[src/design/rtcpig_pkg.sv]
/*
 * rtcpig_pkg: constants shared by the periodic interrupt generator.
 * Assumes a 50 MHz system clock and a 32768 Hz timebase made from it.
 */
package rtcpig_pkg;
  localparam int CLK_PERIOD_NS = 20;
  localparam int CLK_HZ = 1000000000 / CLK_PERIOD_NS;
  localparam int TICK_HZ = 32768;
  localparam int SUB_W = 15;
  localparam logic [14:0] SUB_HALF_LAST = 15'h3fff;
  localparam logic [14:0] SUB_HALF = 15'h4000;
  // seconds increment lags the pulse-mode falling edge (least time, round up)
  localparam int INC_DELAY_US = 92;
  localparam int INC_DELAY_TICKS = (INC_DELAY_US * TICK_HZ + 999999) / 1000000;
  // largest trim of one second (longest time, round down)
  localparam int ADJ_MAX_US = 3784;
  localparam int ADJ_MAX_TICKS = (ADJ_MAX_US * TICK_HZ) / 1000000;
  localparam int ADJ_PERIOD_S = 20;

  localparam logic [3:0] SEL_P2HZ = 4'h2;
  localparam logic [3:0] SEL_P1HZ = 4'h3;
  localparam logic [3:0] SEL_LSEC = 4'h4;
  localparam logic [3:0] SEL_LMIN = 4'h5;
  localparam logic [3:0] SEL_LHOUR = 4'h6;
  localparam logic [3:0] SEL_LMONTH = 4'h7;

  localparam logic [4:0] OFF_CTRL = 5'h00;
  localparam logic [4:0] OFF_FLAG = 5'h04;
  localparam logic [4:0] OFF_TIME = 5'h08;
  localparam logic [4:0] OFF_MLEN = 5'h0c;
  localparam logic [4:0] OFF_ISTAT = 5'h10;
  localparam logic [4:0] OFF_IMASK = 5'h14;

  localparam int CTRL_SEL_LSB = 0;
  localparam int CTRL_ADJEN_BIT = 3;
  localparam int CTRL_ADJ_LSB = 8;
  localparam int TIME_SEC_LSB = 0;
  localparam int TIME_MIN_LSB = 8;
  localparam int TIME_HOUR_LSB = 16;
  localparam int TIME_DAY_LSB = 24;
  localparam int ISTAT_PERIODIC_BIT = 0;
  localparam int ISTAT_SECOND_BIT = 1;

  localparam logic [2:0] CTRL_SEL_RST = 3'h0;
  localparam logic [4:0] MLEN_RST = 5'h1f;
  localparam logic [4:0] DAY_RST = 5'h01;
  localparam logic [1:0] RESP_OKAY = 2'h0;
  localparam logic [1:0] RESP_SLVERR = 2'h2;

  typedef enum logic [2:0] {
    RTCPIG_OFF, RTCPIG_PULSE2, RTCPIG_PULSE1,
    RTCPIG_LSEC, RTCPIG_LMIN, RTCPIG_LHOUR, RTCPIG_LMONTH
  } rtcpig_mode_e;
endpackage

[src/design/rtcpig_tick_gen.sv]
/*
 * rtcpig_tick_gen: fractional divider giving a one-cycle enable at the
 * timebase rate. Assumes a free-running clock and synchronous reset.
 */
`timescale 1ns/1ps
module rtcpig_tick_gen #(
  parameter int CLK_HZ = rtcpig_pkg::CLK_HZ,
  parameter int TICK_HZ = rtcpig_pkg::TICK_HZ
) (
  input wire logic aclk,
  input wire logic aresetn,
  output logic tick
);
  import rtcpig_pkg::*;

  initial begin
    // one tick per clock is the fastest the accumulator can serve
    if (TICK_HZ <= 0 || TICK_HZ > CLK_HZ) begin
      $error("tick rate must not exceed the clock rate");
    end
  end

  logic [31:0] acc;
  logic [31:0] next_acc;
  logic next_tick;

  // average rate exact; single ticks jitter by one clock
  always_comb begin
    next_acc = acc + 32'(TICK_HZ);
    next_tick = 1'b0;
    if (next_acc >= 32'(CLK_HZ)) begin
      next_acc = next_acc - 32'(CLK_HZ);
      next_tick = 1'b1;
    end
  end

  always_ff @(posedge aclk) begin
    if (!aresetn) begin
      acc <= 32'h0;
      tick <= 1'b0;
    end else begin
      acc <= next_acc;
      tick <= next_tick;
    end
  end
endmodule // rtcpig_tick_gen

[src/design/rtcpig_periodic_irq.sv]
/*
 * rtcpig_periodic_irq: periodic interrupt generator of a real-time clock,
 * with its own time counters and an AXI4-Lite register slave.
 * Assumes one 50 MHz clock, synchronous active-low reset, and an
 * oscillator-halt detect level synchronous to the clock.
 */
// Overview of operation
// RULE_01 - minute level: assert when seconds roll to zero
// RULE_02 - hour level: assert at zero minutes, seconds
// RULE_03 - month level: assert midnight on day one
// RULE_04 - pulse mode: 2/1 Hz square wave, second-aligned
// RULE_05 - level cycles: second, minute, hour, month
// RULE_06 - level falling edge coincides with second increment
// RULE_07 - trim perturbs timing once per twenty seconds
// RULE_08 - pulse low phase changes by at most 3.784ms
// RULE_09 - level one-second period deviates at most 3.784ms
// RULE_10 - pulse mode: seconds increment 92us after falling edge
// RULE_11 - host allows seconds lagging just after falling edge
// RULE_12 - seconds write clears divider, drives output low
// RULE_13 - codes 010/011 pulse 2/1 Hz, 100 per-second level
// RULE_14 - flag set while low; level write zero releases
`timescale 1ns/1ps
module rtcpig_periodic_irq #(
  parameter int CLK_HZ = rtcpig_pkg::CLK_HZ
) (
  input wire logic aclk,
  input wire logic aresetn,
  input wire logic osc_halt_det,
  input wire logic [4:0] s_axi_awaddr,
  input wire logic s_axi_awvalid,
  output logic s_axi_awready,
  input wire logic [31:0] s_axi_wdata,
  input wire logic [3:0] s_axi_wstrb,
  input wire logic s_axi_wvalid,
  output logic s_axi_wready,
  output logic [1:0] s_axi_bresp,
  output logic s_axi_bvalid,
  input wire logic s_axi_bready,
  input wire logic [4:0] s_axi_araddr,
  input wire logic s_axi_arvalid,
  output logic s_axi_arready,
  output logic [31:0] s_axi_rdata,
  output logic [1:0] s_axi_rresp,
  output logic s_axi_rvalid,
  input wire logic s_axi_rready,
  output logic irq_out_a_n,
  output logic irq
);
  import rtcpig_pkg::*;

  logic tick;
  rtcpig_tick_gen #(.CLK_HZ(CLK_HZ), .TICK_HZ(TICK_HZ)) u_tick (
    .aclk(aclk),
    .aresetn(aresetn),
    .tick(tick)
  );

  // bus state
  logic aw_held, w_held, next_aw_held, next_w_held;
  logic [4:0] aw_addr, next_aw_addr;
  logic [31:0] w_data, next_w_data;
  logic [3:0] w_strb, next_w_strb;
  logic next_bvalid, next_rvalid;
  logic [1:0] next_bresp, next_rresp;
  logic [31:0] next_rdata;
  // registers and core state
  logic [2:0] sel, next_sel;
  logic adj_en, next_adj_en;
  logic signed [7:0] adj, next_adj;
  logic [4:0] mlen, next_mlen;
  logic [1:0] imask, next_imask;
  logic [1:0] istat, next_istat;
  logic [5:0] sec, next_sec, min, next_min;
  logic [4:0] hour, next_hour, day, next_day;
  logic [14:0] sub, next_sub;
  logic [7:0] stall, next_stall;
  logic adj_used, next_adj_used;
  logic [4:0] adj_sec, next_adj_sec;
  logic skip_inc, next_skip_inc;
  logic periodic_irq_flag, next_flag;
  logic next_irq;
  rtcpig_mode_e mode;
  logic wr_go, rd_go, wr_hit, rd_hit, sec_wr, inc, evt;
  logic [7:0] adj_mag;
  logic [31:0] rd_val;

  always_comb begin
    unique case (sel)
      SEL_P2HZ[2:0]: mode = RTCPIG_PULSE2; // see RULE_13
      SEL_P1HZ[2:0]: mode = RTCPIG_PULSE1; // see RULE_13
      SEL_LSEC[2:0]: mode = RTCPIG_LSEC; // see RULE_13
      SEL_LMIN[2:0]: mode = RTCPIG_LMIN; // see RULE_05
      SEL_LHOUR[2:0]: mode = RTCPIG_LHOUR; // see RULE_05
      SEL_LMONTH[2:0]: mode = RTCPIG_LMONTH; // see RULE_05
      default: mode = RTCPIG_OFF;
    endcase
  end

  // bus: address and data taken in either order, answered together
  always_comb begin
    next_aw_held = aw_held;
    next_w_held = w_held;
    next_aw_addr = aw_addr;
    next_w_data = w_data;
    next_w_strb = w_strb;
    if (s_axi_awvalid && s_axi_awready) begin
      next_aw_held = 1'b1;
      next_aw_addr = s_axi_awaddr;
    end
    if (s_axi_wvalid && s_axi_wready) begin
      next_w_held = 1'b1;
      next_w_data = s_axi_wdata;
      next_w_strb = s_axi_wstrb;
    end
    wr_go = aw_held && w_held && !s_axi_bvalid;
    if (wr_go) begin
      next_aw_held = 1'b0;
      next_w_held = 1'b0;
    end
    wr_hit = aw_addr[1:0] == 2'h0 && (aw_addr == OFF_CTRL ||
      aw_addr == OFF_FLAG || aw_addr == OFF_TIME || aw_addr == OFF_MLEN ||
      aw_addr == OFF_ISTAT || aw_addr == OFF_IMASK);
    next_bvalid = s_axi_bvalid && !s_axi_bready;
    next_bresp = s_axi_bresp;
    if (wr_go) begin
      next_bvalid = 1'b1;
      next_bresp = wr_hit ? RESP_OKAY : RESP_SLVERR;
    end
    rd_go = s_axi_arvalid && s_axi_arready;
    rd_hit = s_axi_araddr[1:0] == 2'h0 && (s_axi_araddr == OFF_CTRL ||
      s_axi_araddr == OFF_FLAG || s_axi_araddr == OFF_TIME ||
      s_axi_araddr == OFF_MLEN || s_axi_araddr == OFF_ISTAT ||
      s_axi_araddr == OFF_IMASK);
    rd_val = 32'h0;
    unique case (s_axi_araddr)
      OFF_CTRL: begin
        rd_val[CTRL_SEL_LSB +: 3] = sel;
        rd_val[CTRL_ADJEN_BIT] = adj_en;
        rd_val[CTRL_ADJ_LSB +: 8] = adj;
      end
      OFF_FLAG: rd_val[0] = periodic_irq_flag;
      OFF_TIME: begin
        rd_val[TIME_SEC_LSB +: 6] = sec;
        rd_val[TIME_MIN_LSB +: 6] = min;
        rd_val[TIME_HOUR_LSB +: 5] = hour;
        rd_val[TIME_DAY_LSB +: 5] = day;
      end
      OFF_MLEN: rd_val[4:0] = mlen;
      OFF_ISTAT: rd_val[1:0] = istat;
      OFF_IMASK: rd_val[1:0] = imask;
      default: rd_val = 32'h0;
    endcase
    next_rvalid = s_axi_rvalid && !s_axi_rready;
    next_rdata = s_axi_rdata;
    next_rresp = s_axi_rresp;
    if (rd_go) begin
      next_rvalid = 1'b1;
      next_rdata = rd_val;
      next_rresp = rd_hit ? RESP_OKAY : RESP_SLVERR;
    end
  end

  always_ff @(posedge aclk) begin
    if (!aresetn) begin
      aw_held <= 1'b0;
      w_held <= 1'b0;
      aw_addr <= 5'h0;
      w_data <= 32'h0;
      w_strb <= 4'h0;
      s_axi_awready <= 1'b0;
      s_axi_wready <= 1'b0;
      s_axi_arready <= 1'b0;
      s_axi_bvalid <= 1'b0;
      s_axi_bresp <= RESP_OKAY;
      s_axi_rvalid <= 1'b0;
      s_axi_rdata <= 32'h0;
      s_axi_rresp <= RESP_OKAY;
    end else begin
      aw_held <= next_aw_held;
      w_held <= next_w_held;
      aw_addr <= next_aw_addr;
      w_data <= next_w_data;
      w_strb <= next_w_strb;
      s_axi_awready <= !next_aw_held;
      s_axi_wready <= !next_w_held;
      s_axi_arready <= !next_rvalid && !rd_go;
      s_axi_bvalid <= next_bvalid;
      s_axi_bresp <= next_bresp;
      s_axi_rvalid <= next_rvalid;
      s_axi_rdata <= next_rdata;
      s_axi_rresp <= next_rresp;
    end
  end

  // timekeeping, trim and the interrupt pin
  always_comb begin
    next_sel = sel;
    next_adj_en = adj_en;
    next_adj = adj;
    next_mlen = mlen;
    next_imask = imask;
    next_sec = sec;
    next_min = min;
    next_hour = hour;
    next_day = day;
    next_sub = sub;
    next_stall = stall;
    next_adj_used = adj_used;
    next_adj_sec = adj_sec;
    next_skip_inc = skip_inc;
    next_flag = periodic_irq_flag;
    next_istat = istat;
    inc = 1'b0;
    evt = 1'b0;
    sec_wr = 1'b0;
    adj_mag = adj[7] ? 8'(-adj) : 8'(adj);
    if (adj_mag > 8'(ADJ_MAX_TICKS)) begin
      adj_mag = 8'(ADJ_MAX_TICKS); // see RULE_08, RULE_09
    end
    if (tick) begin
      if (stall != 8'h0) begin
        next_stall = stall - 8'h1;
      end else if (sub == SUB_HALF_LAST && adj_en && !adj_used &&
                   adj_sec == 5'h0 && adj != 8'sh0) begin
        // one trim per twenty-second window, at the half second
        next_adj_used = 1'b1; // see RULE_07
        if (adj[7]) begin
          next_sub = SUB_HALF + 15'(adj_mag); // see RULE_08, RULE_09
        end else begin
          next_sub = SUB_HALF;
          next_stall = adj_mag - 8'h1; // see RULE_08, RULE_09
        end
      end else begin
        next_sub = sub + 15'h1;
        if (sub == 15'(INC_DELAY_TICKS)) begin
          inc = !skip_inc; // see RULE_10
          next_skip_inc = 1'b0;
        end
        if (next_sub == 15'h0) begin
          next_adj_used = 1'b0;
        end
      end
    end
    if (inc) begin
      next_adj_sec = (adj_sec == 5'(ADJ_PERIOD_S - 1)) ? 5'h0 :
        adj_sec + 5'h1;
      next_sec = sec + 6'h1;
      if (sec == 6'd59) begin
        next_sec = 6'h0;
        next_min = min + 6'h1;
        if (min == 6'd59) begin
          next_min = 6'h0;
          next_hour = hour + 5'h1;
          if (hour == 5'd23) begin
            next_hour = 5'h0;
            next_day = (day >= mlen) ? DAY_RST : day + 5'h1;
          end
        end
      end
      unique case (mode)
        RTCPIG_LSEC: evt = 1'b1; // see RULE_05, RULE_13
        RTCPIG_LMIN: evt = next_sec == 6'h0; // see RULE_01
        RTCPIG_LHOUR: evt = next_sec == 6'h0 && next_min == 6'h0; // see RULE_02
        RTCPIG_LMONTH: evt = next_sec == 6'h0 && next_min == 6'h0 &&
          next_hour == 5'h0 && next_day == DAY_RST; // see RULE_03
        default: evt = 1'b0;
      endcase
    end
    if (wr_go && wr_hit) begin
      unique case (aw_addr)
        OFF_CTRL: begin
          if (w_strb[0]) begin
            next_sel = w_data[CTRL_SEL_LSB +: 3];
            next_adj_en = w_data[CTRL_ADJEN_BIT];
          end
          if (w_strb[1]) begin
            next_adj = w_data[CTRL_ADJ_LSB +: 8];
          end
        end
        OFF_TIME: begin
          if (w_strb[0]) begin
            next_sec = w_data[TIME_SEC_LSB +: 6];
            sec_wr = 1'b1;
          end
          if (w_strb[1]) next_min = w_data[TIME_MIN_LSB +: 6];
          if (w_strb[2]) next_hour = w_data[TIME_HOUR_LSB +: 5];
          if (w_strb[3]) next_day = w_data[TIME_DAY_LSB +: 5];
        end
        OFF_MLEN: if (w_strb[0]) next_mlen = w_data[4:0];
        OFF_IMASK: if (w_strb[0]) next_imask = w_data[1:0];
        OFF_FLAG: begin
          // zero releases the pin in level mode; one does nothing
          if (w_strb[0] && !w_data[0]) next_flag = 1'b0; // see RULE_14
        end
        default: next_sel = next_sel;
      endcase
    end
    if (sec_wr) begin
      // restart the second; the increment is owed a full second later
      next_sub = 15'h0; // see RULE_12
      next_stall = 8'h0;
      next_adj_used = 1'b0;
      next_skip_inc = 1'b1;
    end
    unique case (mode)
      RTCPIG_PULSE1: next_flag = !next_sub[14]; // see RULE_04, RULE_13
      RTCPIG_PULSE2: next_flag = !next_sub[13]; // see RULE_04, RULE_13
      RTCPIG_OFF: next_flag = 1'b0;
      default: begin
        if (evt || sec_wr) next_flag = 1'b1; // see RULE_06, RULE_12
      end
    endcase
    if (evt || (next_flag && !periodic_irq_flag)) begin
      next_istat[ISTAT_PERIODIC_BIT] = 1'b1;
    end
    if (inc) next_istat[ISTAT_SECOND_BIT] = 1'b1;
    if (rd_go && s_axi_araddr == OFF_ISTAT) begin
      // a clear loses against an event in the same cycle
      next_istat = (evt || (next_flag && !periodic_irq_flag) ? 2'h1 : 2'h0) |
        (inc ? 2'h2 : 2'h0);
    end
    if (osc_halt_det) begin
      // a halted crystal invalidates control state and stops the pin
      next_sel = CTRL_SEL_RST;
      next_adj_en = 1'b0;
      next_adj = 8'sh0;
      next_flag = 1'b0;
    end
    next_irq = |(next_istat & next_imask);
  end

  always_ff @(posedge aclk) begin
    if (!aresetn) begin
      sel <= CTRL_SEL_RST;
      adj_en <= 1'b0;
      adj <= 8'sh0;
      mlen <= MLEN_RST;
      imask <= 2'h0;
      istat <= 2'h0;
      sec <= 6'h0;
      min <= 6'h0;
      hour <= 5'h0;
      day <= DAY_RST;
      sub <= 15'h0;
      stall <= 8'h0;
      adj_used <= 1'b0;
      adj_sec <= 5'h0;
      skip_inc <= 1'b0;
      periodic_irq_flag <= 1'b0;
      irq_out_a_n <= 1'b1;
      irq <= 1'b0;
    end else begin
      sel <= next_sel;
      adj_en <= next_adj_en;
      adj <= next_adj;
      mlen <= next_mlen;
      imask <= next_imask;
      istat <= next_istat;
      sec <= next_sec;
      min <= next_min;
      hour <= next_hour;
      day <= next_day;
      sub <= next_sub;
      stall <= next_stall;
      adj_used <= next_adj_used;
      adj_sec <= next_adj_sec;
      skip_inc <= next_skip_inc;
      periodic_irq_flag <= next_flag;
      irq_out_a_n <= !next_flag; // see RULE_14
      irq <= next_irq;
    end
  end
endmodule // rtcpig_periodic_irq

[config.mk]
export PLATFORM = sky130hd
export DESIGN_NAME = rtcpig_periodic_irq
export DESIGN_NICKNAME = d
export VERILOG_FILES = /design/src/design/rtcpig_pkg.sv /design/src/design/rtcpig_tick_gen.sv /design/src/design/rtcpig_periodic_irq.sv
export SDC_FILE = /design/constraint.sdc
export NUM_CORES = 1
export LEC_CHECK = 0
export ABC_AREA = 1
export BUFFER_PORTS_ARGS = -buffer_cell sky130_fd_sc_hd__buf_4
export CORE_MARGIN = 3
export CORE_UTILIZATION = 30
export DETAILED_ROUTE_END_ITERATION = 8
export PLACE_DENSITY = 0.55
export SLEW_MARGIN = 20
export SYNTH_ARGS = -nofsm -noshare
export SYNTH_HDL_FRONTEND = slang
export SYNTH_SLANG_ARGS = --single-unit
[constraint.sdc]
create_clock -name aclk -period 2.4 [get_ports aclk]
set_clock_uncertainty 0.15 [all_clocks]
set_input_delay 0.36 -clock aclk [delete_from_list [all_inputs] [get_ports aclk]]
set_output_delay 0.36 -clock aclk [all_outputs]
set_load 0.01 [all_outputs]
==> results of run 1 <==
[worst paths after layout]
path / slack (ns) / depth (start not counted) / end
worst max-delay path: -0.02 / 20 / stall[6]$_SDFFE_PP0P_
worst min-delay path: 0.03 / 4 / s_axi_bvalid$_SDFF_PN0_
worst max register to register: -0.02 / 20 / stall[6]$_SDFFE_PP0P_
worst min register to register: 0.31 / 2 / w_strb[3]$_SDFFE_PN0P_
[cell usage after synthesis, types with 3 or more instances]
library cell	instances	share of area
ha_1	19	0.026
nand4_1	18	0.012
inv_2	5	0.0020
o22ai_1	3	0.0020
a211oi_1	17	0.014
nand3_1	81	0.044
a31oi_1	4	0.0027
o211ai_1	16	0.013
xor2_1	35	0.033
nor2_1	170	0.069
nand3_2	7	0.0076
a21oi_1	100	0.054
a221oi_1	4	0.0038
inv_1	201	0.082
nor3b_1	3	0.0024
nor4_1	10	0.0068
o221ai_1	12	0.011
nor2_4	5	0.0061
nand3b_1	3	0.0024
nand2_1	250	0.10
or2_2	3	0.0020
dfxtp_1	168	0.36
buf_4	11	0.0090
clkinv_1	4	0.0016
o21ai_0	112	0.061
clkbuf_1	34	0.014
nor3_1	24	0.013
xnor2_1	3	0.0029
o21ai_1	5	0.0027
[cells by family (layout without fill, tap and decap cells)]
kind of cell | after synthesis | after routing
muxes | 1 | 1
other | 1 | 10
buffers and inverters | 258 | 531
adders and majority gates | 19 | 19
AOI/OAI and AO/OA | 284 | 284
xor gates and xnor gates | 40 | 40
DFF | 168 | 168
and+or+nand+nor | 586 | 586
[flip-flops by register name, indices dropped and copies added, names as in the netlist, 2 cells and up]
register     count
u_tick.acc      25
s_axi_rdata     24
w_data          24
sub             15
adj              8
stall            8
min              6
sec              6
adj_sec          5
aw_addr          5
day              5
hour             5
mlen             5
w_strb           4
sel              3
imask            2
istat            2
[power by group through the flow]
stage	Combinational [mW]	Sequential, mW	Clock, mW
floorplan	1.67	3.34	0
global placement	2.61	3.36	0
detailed placement	2.64	3.37	0
CTS	2.78	3.33	2.83
global route	3.29	3.40	2.95
finish	2.96	3.37	2.77
[layout by cell type, fill, tap and decap left out, types with 21 or more instances in the layout]
master and instances:
nand3_1 63, inv_2 22, nand2_2 30, dfxtp_1 143, xor2_1 29, buf_4 276, o21ai_0 101, a21oi_1 85
nand3_2 21, nor2_1 144, dfxtp_2 22, nand2_1 206, inv_1 179
[worst max-delay path: stages (launching register included)]
cell and delay (ns):
dfxtp_2 0.35, inv_4 0.05, ha_4 0.16, buf_4 0.14
a22oi_2 0.19, nand2_1 0.09, nor2_2 0.15, nand2_4 0.09
nand2_4 0.07, nor2_2 0.04, o21ai_2 0.16, inv_2 0.07
ha_4 0.16, nand3_2 0.06, nor2_1 0.04, nand2_1 0.09
nor2_2 0.04, nand2_1 0.05, nand2_1 0.04, nor2_1 0.08
nor2_1 0.04
[repair_timing]
item	CTS	global route
hold buffers	0	0
setup endpoints to repair	41	67
gates cloned	0	1
pin swaps	17	78
gates resized for setup	48	194
setup buffers	8	30
[through the flow]
| stage | std cells | total power, mW | worst slack [ns] |
|---|---|---|---|
| after floorplan | 1366 | 5.014 | -0.07183 |
| after global placement | 1961 | 5.969 | -0.1481 |
| after detailed placement | 1961 | 6.007 | -0.1612 |
| after CTS | 2000 | 8.935 | -0.05622 |
| after global routing | 2029 | 9.643 | -0.2054 |
| final | 2029 | 9.098 | -0.02131 |
[per-layer routing]
metal / up-vias / wire length [µm] / share of wire / track usage
li1: 4967 / - / - / -
met1: 4396 / 13630 / 0.48 / 0.2286
met2: 195 / 13130 / 0.47 / 0.2691
met3: 33 / 1097 / 0.039 / 0.02174
met4: 0 / 368 / 0.013 / 0.03565
met5: - / 0 / 0 / 0
[area by class of cell]
| type | count | area [µm²] | area share |
|---|---|---|---|
| multi-input cells | 940 | 5697 | 0.4304 |
| clock buffers | 19 | 432.9 | 0.03271 |
| repair buffers | 290 | 2265 | 0.1711 |
| clock inverters | 12 | 146.4 | 0.01106 |
| flip-flops and latches | 168 | 3402 | 0.2570 |
| inverters | 210 | 804.5 | 0.06079 |
| well taps | 390 | 488.0 | 0.03687 |
==> impl_metrics.env, run 1 <==
export IMPL_outcome="finished with violations"
export IMPL_violations="negative setup slack"
export IMPL_syn_to_final_growth_pct=43.61
export IMPL_drive_gt1_frac=0.3319
export IMPL_switching_share=0.3417
export IMPL_hpwl_um=20700
export IMPL_synth_cell_type_count=49
export IMPL_cp_arrival_ns=2.59
export IMPL_n_fill_cell=3061
export IMPL_fin_util=0.4419
export IMPL_power_frac_seq=0.370
export IMPL_synth_warnings=0
export IMPL_synthCells=1357
export IMPL_drt_initial_drc_count=603
export IMPL_initial_core_util=0.3077
export IMPL_path_max_fanout=4
export IMPL_power_switching_mw=3.108
export IMPL_synth_xor_area_frac=0.03964
export IMPL_path_clk_slew_ns=0.07
export IMPL_syn_area_um2=9216
export IMPL_place_gp_congestion=0.8749
export IMPL_io_pin_count=97
export IMPL_max_freq_mhz=413.0
export IMPL_synth_compound_area_frac=0.1745
export IMPL_n_antenna_cell=0
export IMPL_overflow=0
export IMPL_wire_per_inst_um=13.91
export IMPL_whs_ns=0.02799
export IMPL_grt_pass1_vias=8935
export IMPL_seq_area_frac_synth=0.3649
export IMPL_design_area_um2=13240
export IMPL_grt_pass1_wl_um=44420
export IMPL_synthAdderAreaFrac=0.02579
export IMPL_firstDrtPassIters=5
export IMPL_ant_nets=0
export IMPL_ctsHtreeMaxLevel=4
export IMPL_synth_seq_cells=168
export IMPL_die_x_um=181.3
export IMPL_root_buffer="clkbuf_16"
export IMPL_clockBufferDepth=2
export IMPL_synthSimpleGateAreaFrac=0.2822
export IMPL_die_y_um=181.3
export IMPL_vias=9591
export IMPL_setup_violations=6
export IMPL_timing_rr_start="adj[1]$_SDFFE_PP0P_"
export IMPL_timing_final_hold_violations=0
export IMPL_synth_edff_count=0
export IMPL_cp_required_ns=2.57
export IMPL_synth_top_family_by_area="simple AND/OR/NAND/NOR gates"
export IMPL_synthArstFlopShare=0
export IMPL_end_kind="flop"
export IMPL_drc=0
export IMPL_fin_crit_ns=2.421
export IMPL_powerDensity_nw_per_um2=687.4
export IMPL_drv_slew=0
export IMPL_worstSetupPathType="reg -> reg"
export IMPL_rsz0062_at_grt="yes"
export IMPL_drv_cap=0
export IMPL_p_comb_frac=0.325
export IMPL_clockPowerShare=0.305
export IMPL_setup_worst_path_start="adj[1]$_SDFFE_PP0P_"
export IMPL_worstHoldPathType="in -> reg"
export IMPL_p_leak_nw=6.062
export IMPL_ir_drop_mv=0.3383
export IMPL_cts_buffers=17
export IMPL_cts_sinks=168
export IMPL_internal_power_mw=5.989
export IMPL_relSlewSlack=0.5719
export IMPL_muxShareOfSynthArea=0.001222
export IMPL_setup_slack_ns=-0.02131
export IMPL_wl_um=28220
export IMPL_grt_usage=0.1634
export IMPL_die_area_um2=32860
export IMPL_antenna_found_initial=0
export IMPL_post_dp_cell_area_um2=11520
export IMPL_synth_area_per_cell_um2=6.792
export IMPL_tightest_slew_ns=0.6415
export IMPL_fin_tns_setup_ns=-0.06246
export IMPL_num_nets_final=1700
export IMPL_io_buffers=78
export IMPL_tritoncts="yes"
export IMPL_ys_flop_type="dfxtp_1"
export IMPL_crit_path_start_kind="flop"
export IMPL_grt_start_max_net_pins=86
export IMPL_core_um2=29950
export IMPL_hold_start="s_axi_bready"
export IMPL_min_period_over_period=1.009
export IMPL_vias_per_cell=4.727
export IMPL_fp_row_count=63
export IMPL_insertion_delay_ns=0.43
(Power assumes the default switching activity.)
==> inputs of run 2 (changes only) <==
--- a/config.mk
+++ b/config.mk
@@ -9,6 +9,7 @@
 export BUFFER_PORTS_ARGS = -buffer_cell sky130_fd_sc_hd__buf_4
 export CORE_MARGIN = 3
 export CORE_UTILIZATION = 30
+export CTS_BUF_LIST = sky130_fd_sc_hd__clkbuf_8
 export DETAILED_ROUTE_END_ITERATION = 8
 export PLACE_DENSITY = 0.55
 export SLEW_MARGIN = 20
==> run 2 against run 1 <==
  * The flow still finishes with violations (negative setup slack)
  * Cell area about the same
  * Non-clock buffer count up 13
  * Worst hold slack got worse by 0.0048 ns
  * Global-route usage about the same
  * Count of clock-buffer cells in the layout fell by 2
  * Power fell by 5.4%
  * Via count about the same
  * Sequential share of layout area barely moved
  * Register-to-register slack got worse by 0.06 ns
  * Die area is the same
  * Critical endpoint is now u_tick.acc[22]$_SDFF_PN0_
  * Largest cell class unchanged
  * Highest routed layer unchanged
==> impl_metrics.env, run 2 (synthesis gave the netlist of run 1 again) <==
export IMPL_grt_usage=0.1638
export IMPL_max_freq_mhz=402.7
export IMPL_tritoncts="yes"
export IMPL_p_leak_nw=6.043
export IMPL_num_nets_final=1713
export IMPL_fp_row_count=63
export IMPL_largest_register="u_tick.acc"
export IMPL_drc=0
export IMPL_r2r_setup_slack_ns=-0.08
export IMPL_drv_slew=0
export IMPL_path_clk_slew_ns=0.10
export IMPL_wire_per_inst_um=13.79
export IMPL_finalPower_mw=8.610
export IMPL_n_antenna_cell=0
export IMPL_io_pin_count=97
export IMPL_io_buffers=78
export IMPL_vias=9597
export IMPL_layout_commonest_cell="buf_4"
export IMPL_crit_chain="ha_4, nand2_4, nor2_4, nand3_2, inv_2, nand2_2, xor2_2, nand2_1, nor2_2, nand2_2, nor3_4, nand2_4, clkbuf_16, a21oi_2, nor2_1"
export IMPL_hold_start="s_axi_wdata[15]"
export IMPL_violations="negative setup slack"
export IMPL_grt_pass1_wl_um=44470
export IMPL_vias_per_cell=4.700
export IMPL_core_um2=29950
export IMPL_insertion_delay_ns=0.47
export IMPL_largest_reg_flops=25
export IMPL_grt_pass1_vias=8959
export IMPL_cts_buffers=17
export IMPL_antenna_found_initial=0
export IMPL_min_period_over_period=1.035
export IMPL_timing_rr_start="u_tick.acc[16]$_SDFF_PN0_"
export IMPL_cp_required_ns=2.60
export IMPL_ir_drop_mv=0.3482
export IMPL_reg_top3="u_tick.acc (25), s_axi_rdata (24), w_data (24)"
export IMPL_setup_worst_path_start="u_tick.acc[16]$_SDFF_PN0_"
export IMPL_fin_tns_setup_ns=-1.009
export IMPL_crit_family="simple AND/OR/NAND/NOR gates"
export IMPL_firstDrtPassIters=5
export IMPL_grt_start_max_net_pins=86
export IMPL_worstHoldPathType="in -> reg"
export IMPL_drv_cap=0
export IMPL_dp_cells=1961
export IMPL_tightest_slew_ns=0.6150
export IMPL_syn_to_final_growth_pct=43.69
export IMPL_relSlewSlack=0.5895
export IMPL_clockBufferDepth=2
export IMPL_powerDensity_nw_per_um2=650.2
export IMPL_initial_core_util=0.3077
export IMPL_drt_initial_drc_count=609
export IMPL_hpwl_um=20700
export IMPL_die_area_um2=32860
export IMPL_cpPeakStageDelay_ns=0.39
export IMPL_ant_nets=0
export IMPL_ctsHtreeMaxLevel=4
export IMPL_drive_gt1_frac=0.3408
export IMPL_crit_slowest_cell="dfxtp_4"
export IMPL_die_x_um=181.3
export IMPL_rsz0062_at_grt="yes"
export IMPL_cp_arrival_ns=2.69
export IMPL_final_cell_mix="275 x buf_4, 207 x nand2_1, 185 x inv_1"
export IMPL_layout_cells_non_filler=2042
export IMPL_min_to="w_data[15]$_SDFFE_PN0P_"
export IMPL_path_max_fanout=10
export IMPL_whs_path_depth=3
export IMPL_die_y_um=181.3
export IMPL_overflow=0
export IMPL_worstSetupPathType="reg -> reg"
export IMPL_cts_sinks=168
export IMPL_timing_final_hold_violations=0
export IMPL_outcome="finished with violations"
export IMPL_fin_crit_ns=2.483
export IMPL_crit_path_start_kind="flop"
export IMPL_wl_um=28150
export IMPL_root_buffer="clkbuf_8"
export IMPL_place_gp_congestion=0.8749
export IMPL_rr_endpoint="u_tick.acc[22]$_SDFF_PN0_"
export IMPL_critPathBufInv=2
export IMPL_setup_slack_ns=-0.08345
export IMPL_reg2regPathDepth=15
export IMPL_setup_violations=27
export IMPL_crit_cells=15
export IMPL_preCtsSetupSlack_ns=-0.1612
export IMPL_end_kind="flop"
## run 2: repair_timing
action,in CTS,in global routing
setup endpoints to repair,41,71
gates cloned,0,1
gates resized for setup,50,208
buffers inserted,11,30
hold endpoints to repair,9,0
pin swaps,18,68
hold buffers,9,0
## run 2: worst max path at each step
stage | slack [ns] | endpoint
floorplan | -0.07 | u_tick.acc[12]$_SDFFE_PN0N_
global placement | -0.15 | stall[6]$_SDFFE_PP0P_
detailed placement | -0.16 | stall[6]$_SDFFE_PP0P_
CTS | -0.06 | u_tick.acc[19]$_SDFF_PN0_
global route | -0.27 | u_tick.acc[12]$_SDFFE_PN0N_
finish | -0.08 | u_tick.acc[22]$_SDFF_PN0_
## run 2: final cells by class
class	instances	area [µm²]
sequential	168	3403
timing repair buffer	303	2425
clock buffer	17	234.0
tap	390	488.0
fill	3071	16710
clock inverter	14	153.9
multi-input combinational	940	5737
inverter	210	802.0
## run 2: routing by layer
layer / wire [µm] / track usage
met1: 13530 / 0.2291
met2: 13160 / 0.2688
met3: 1191 / 0.02194
met4: 278 / 0.03778
met5: 0 / 0
## run 2: power by group
| group | internal, mW | switching [mW] |
|---|---|---|
| registers | 3.09 | 0.273 |
| logic | 1.50 | 1.69 |
| clock network | 0.932 | 1.13 |
## run 2: tightest hold or removal path, stage by stage
cell and delay [ns]:
buf_4 0.07, o21ai_0 0.08, nor2_1 0.09
## run 2: per-stage QoR
step / utilization / cell area [µm²] / hold slack [ns]
2_1_floorplan: - / 9349 / 0.2797
3_3_place_gp: 0.3847 / 11520 / 0.2951
3_5_place_dp: 0.3847 / 11520 / 0.2986
4_1_cts: 0.4093 / 12260 / 0.003544
5_1_grt: 0.4421 / 13240 / 0.01627
6_report: 0.4421 / 13240 / 0.02316
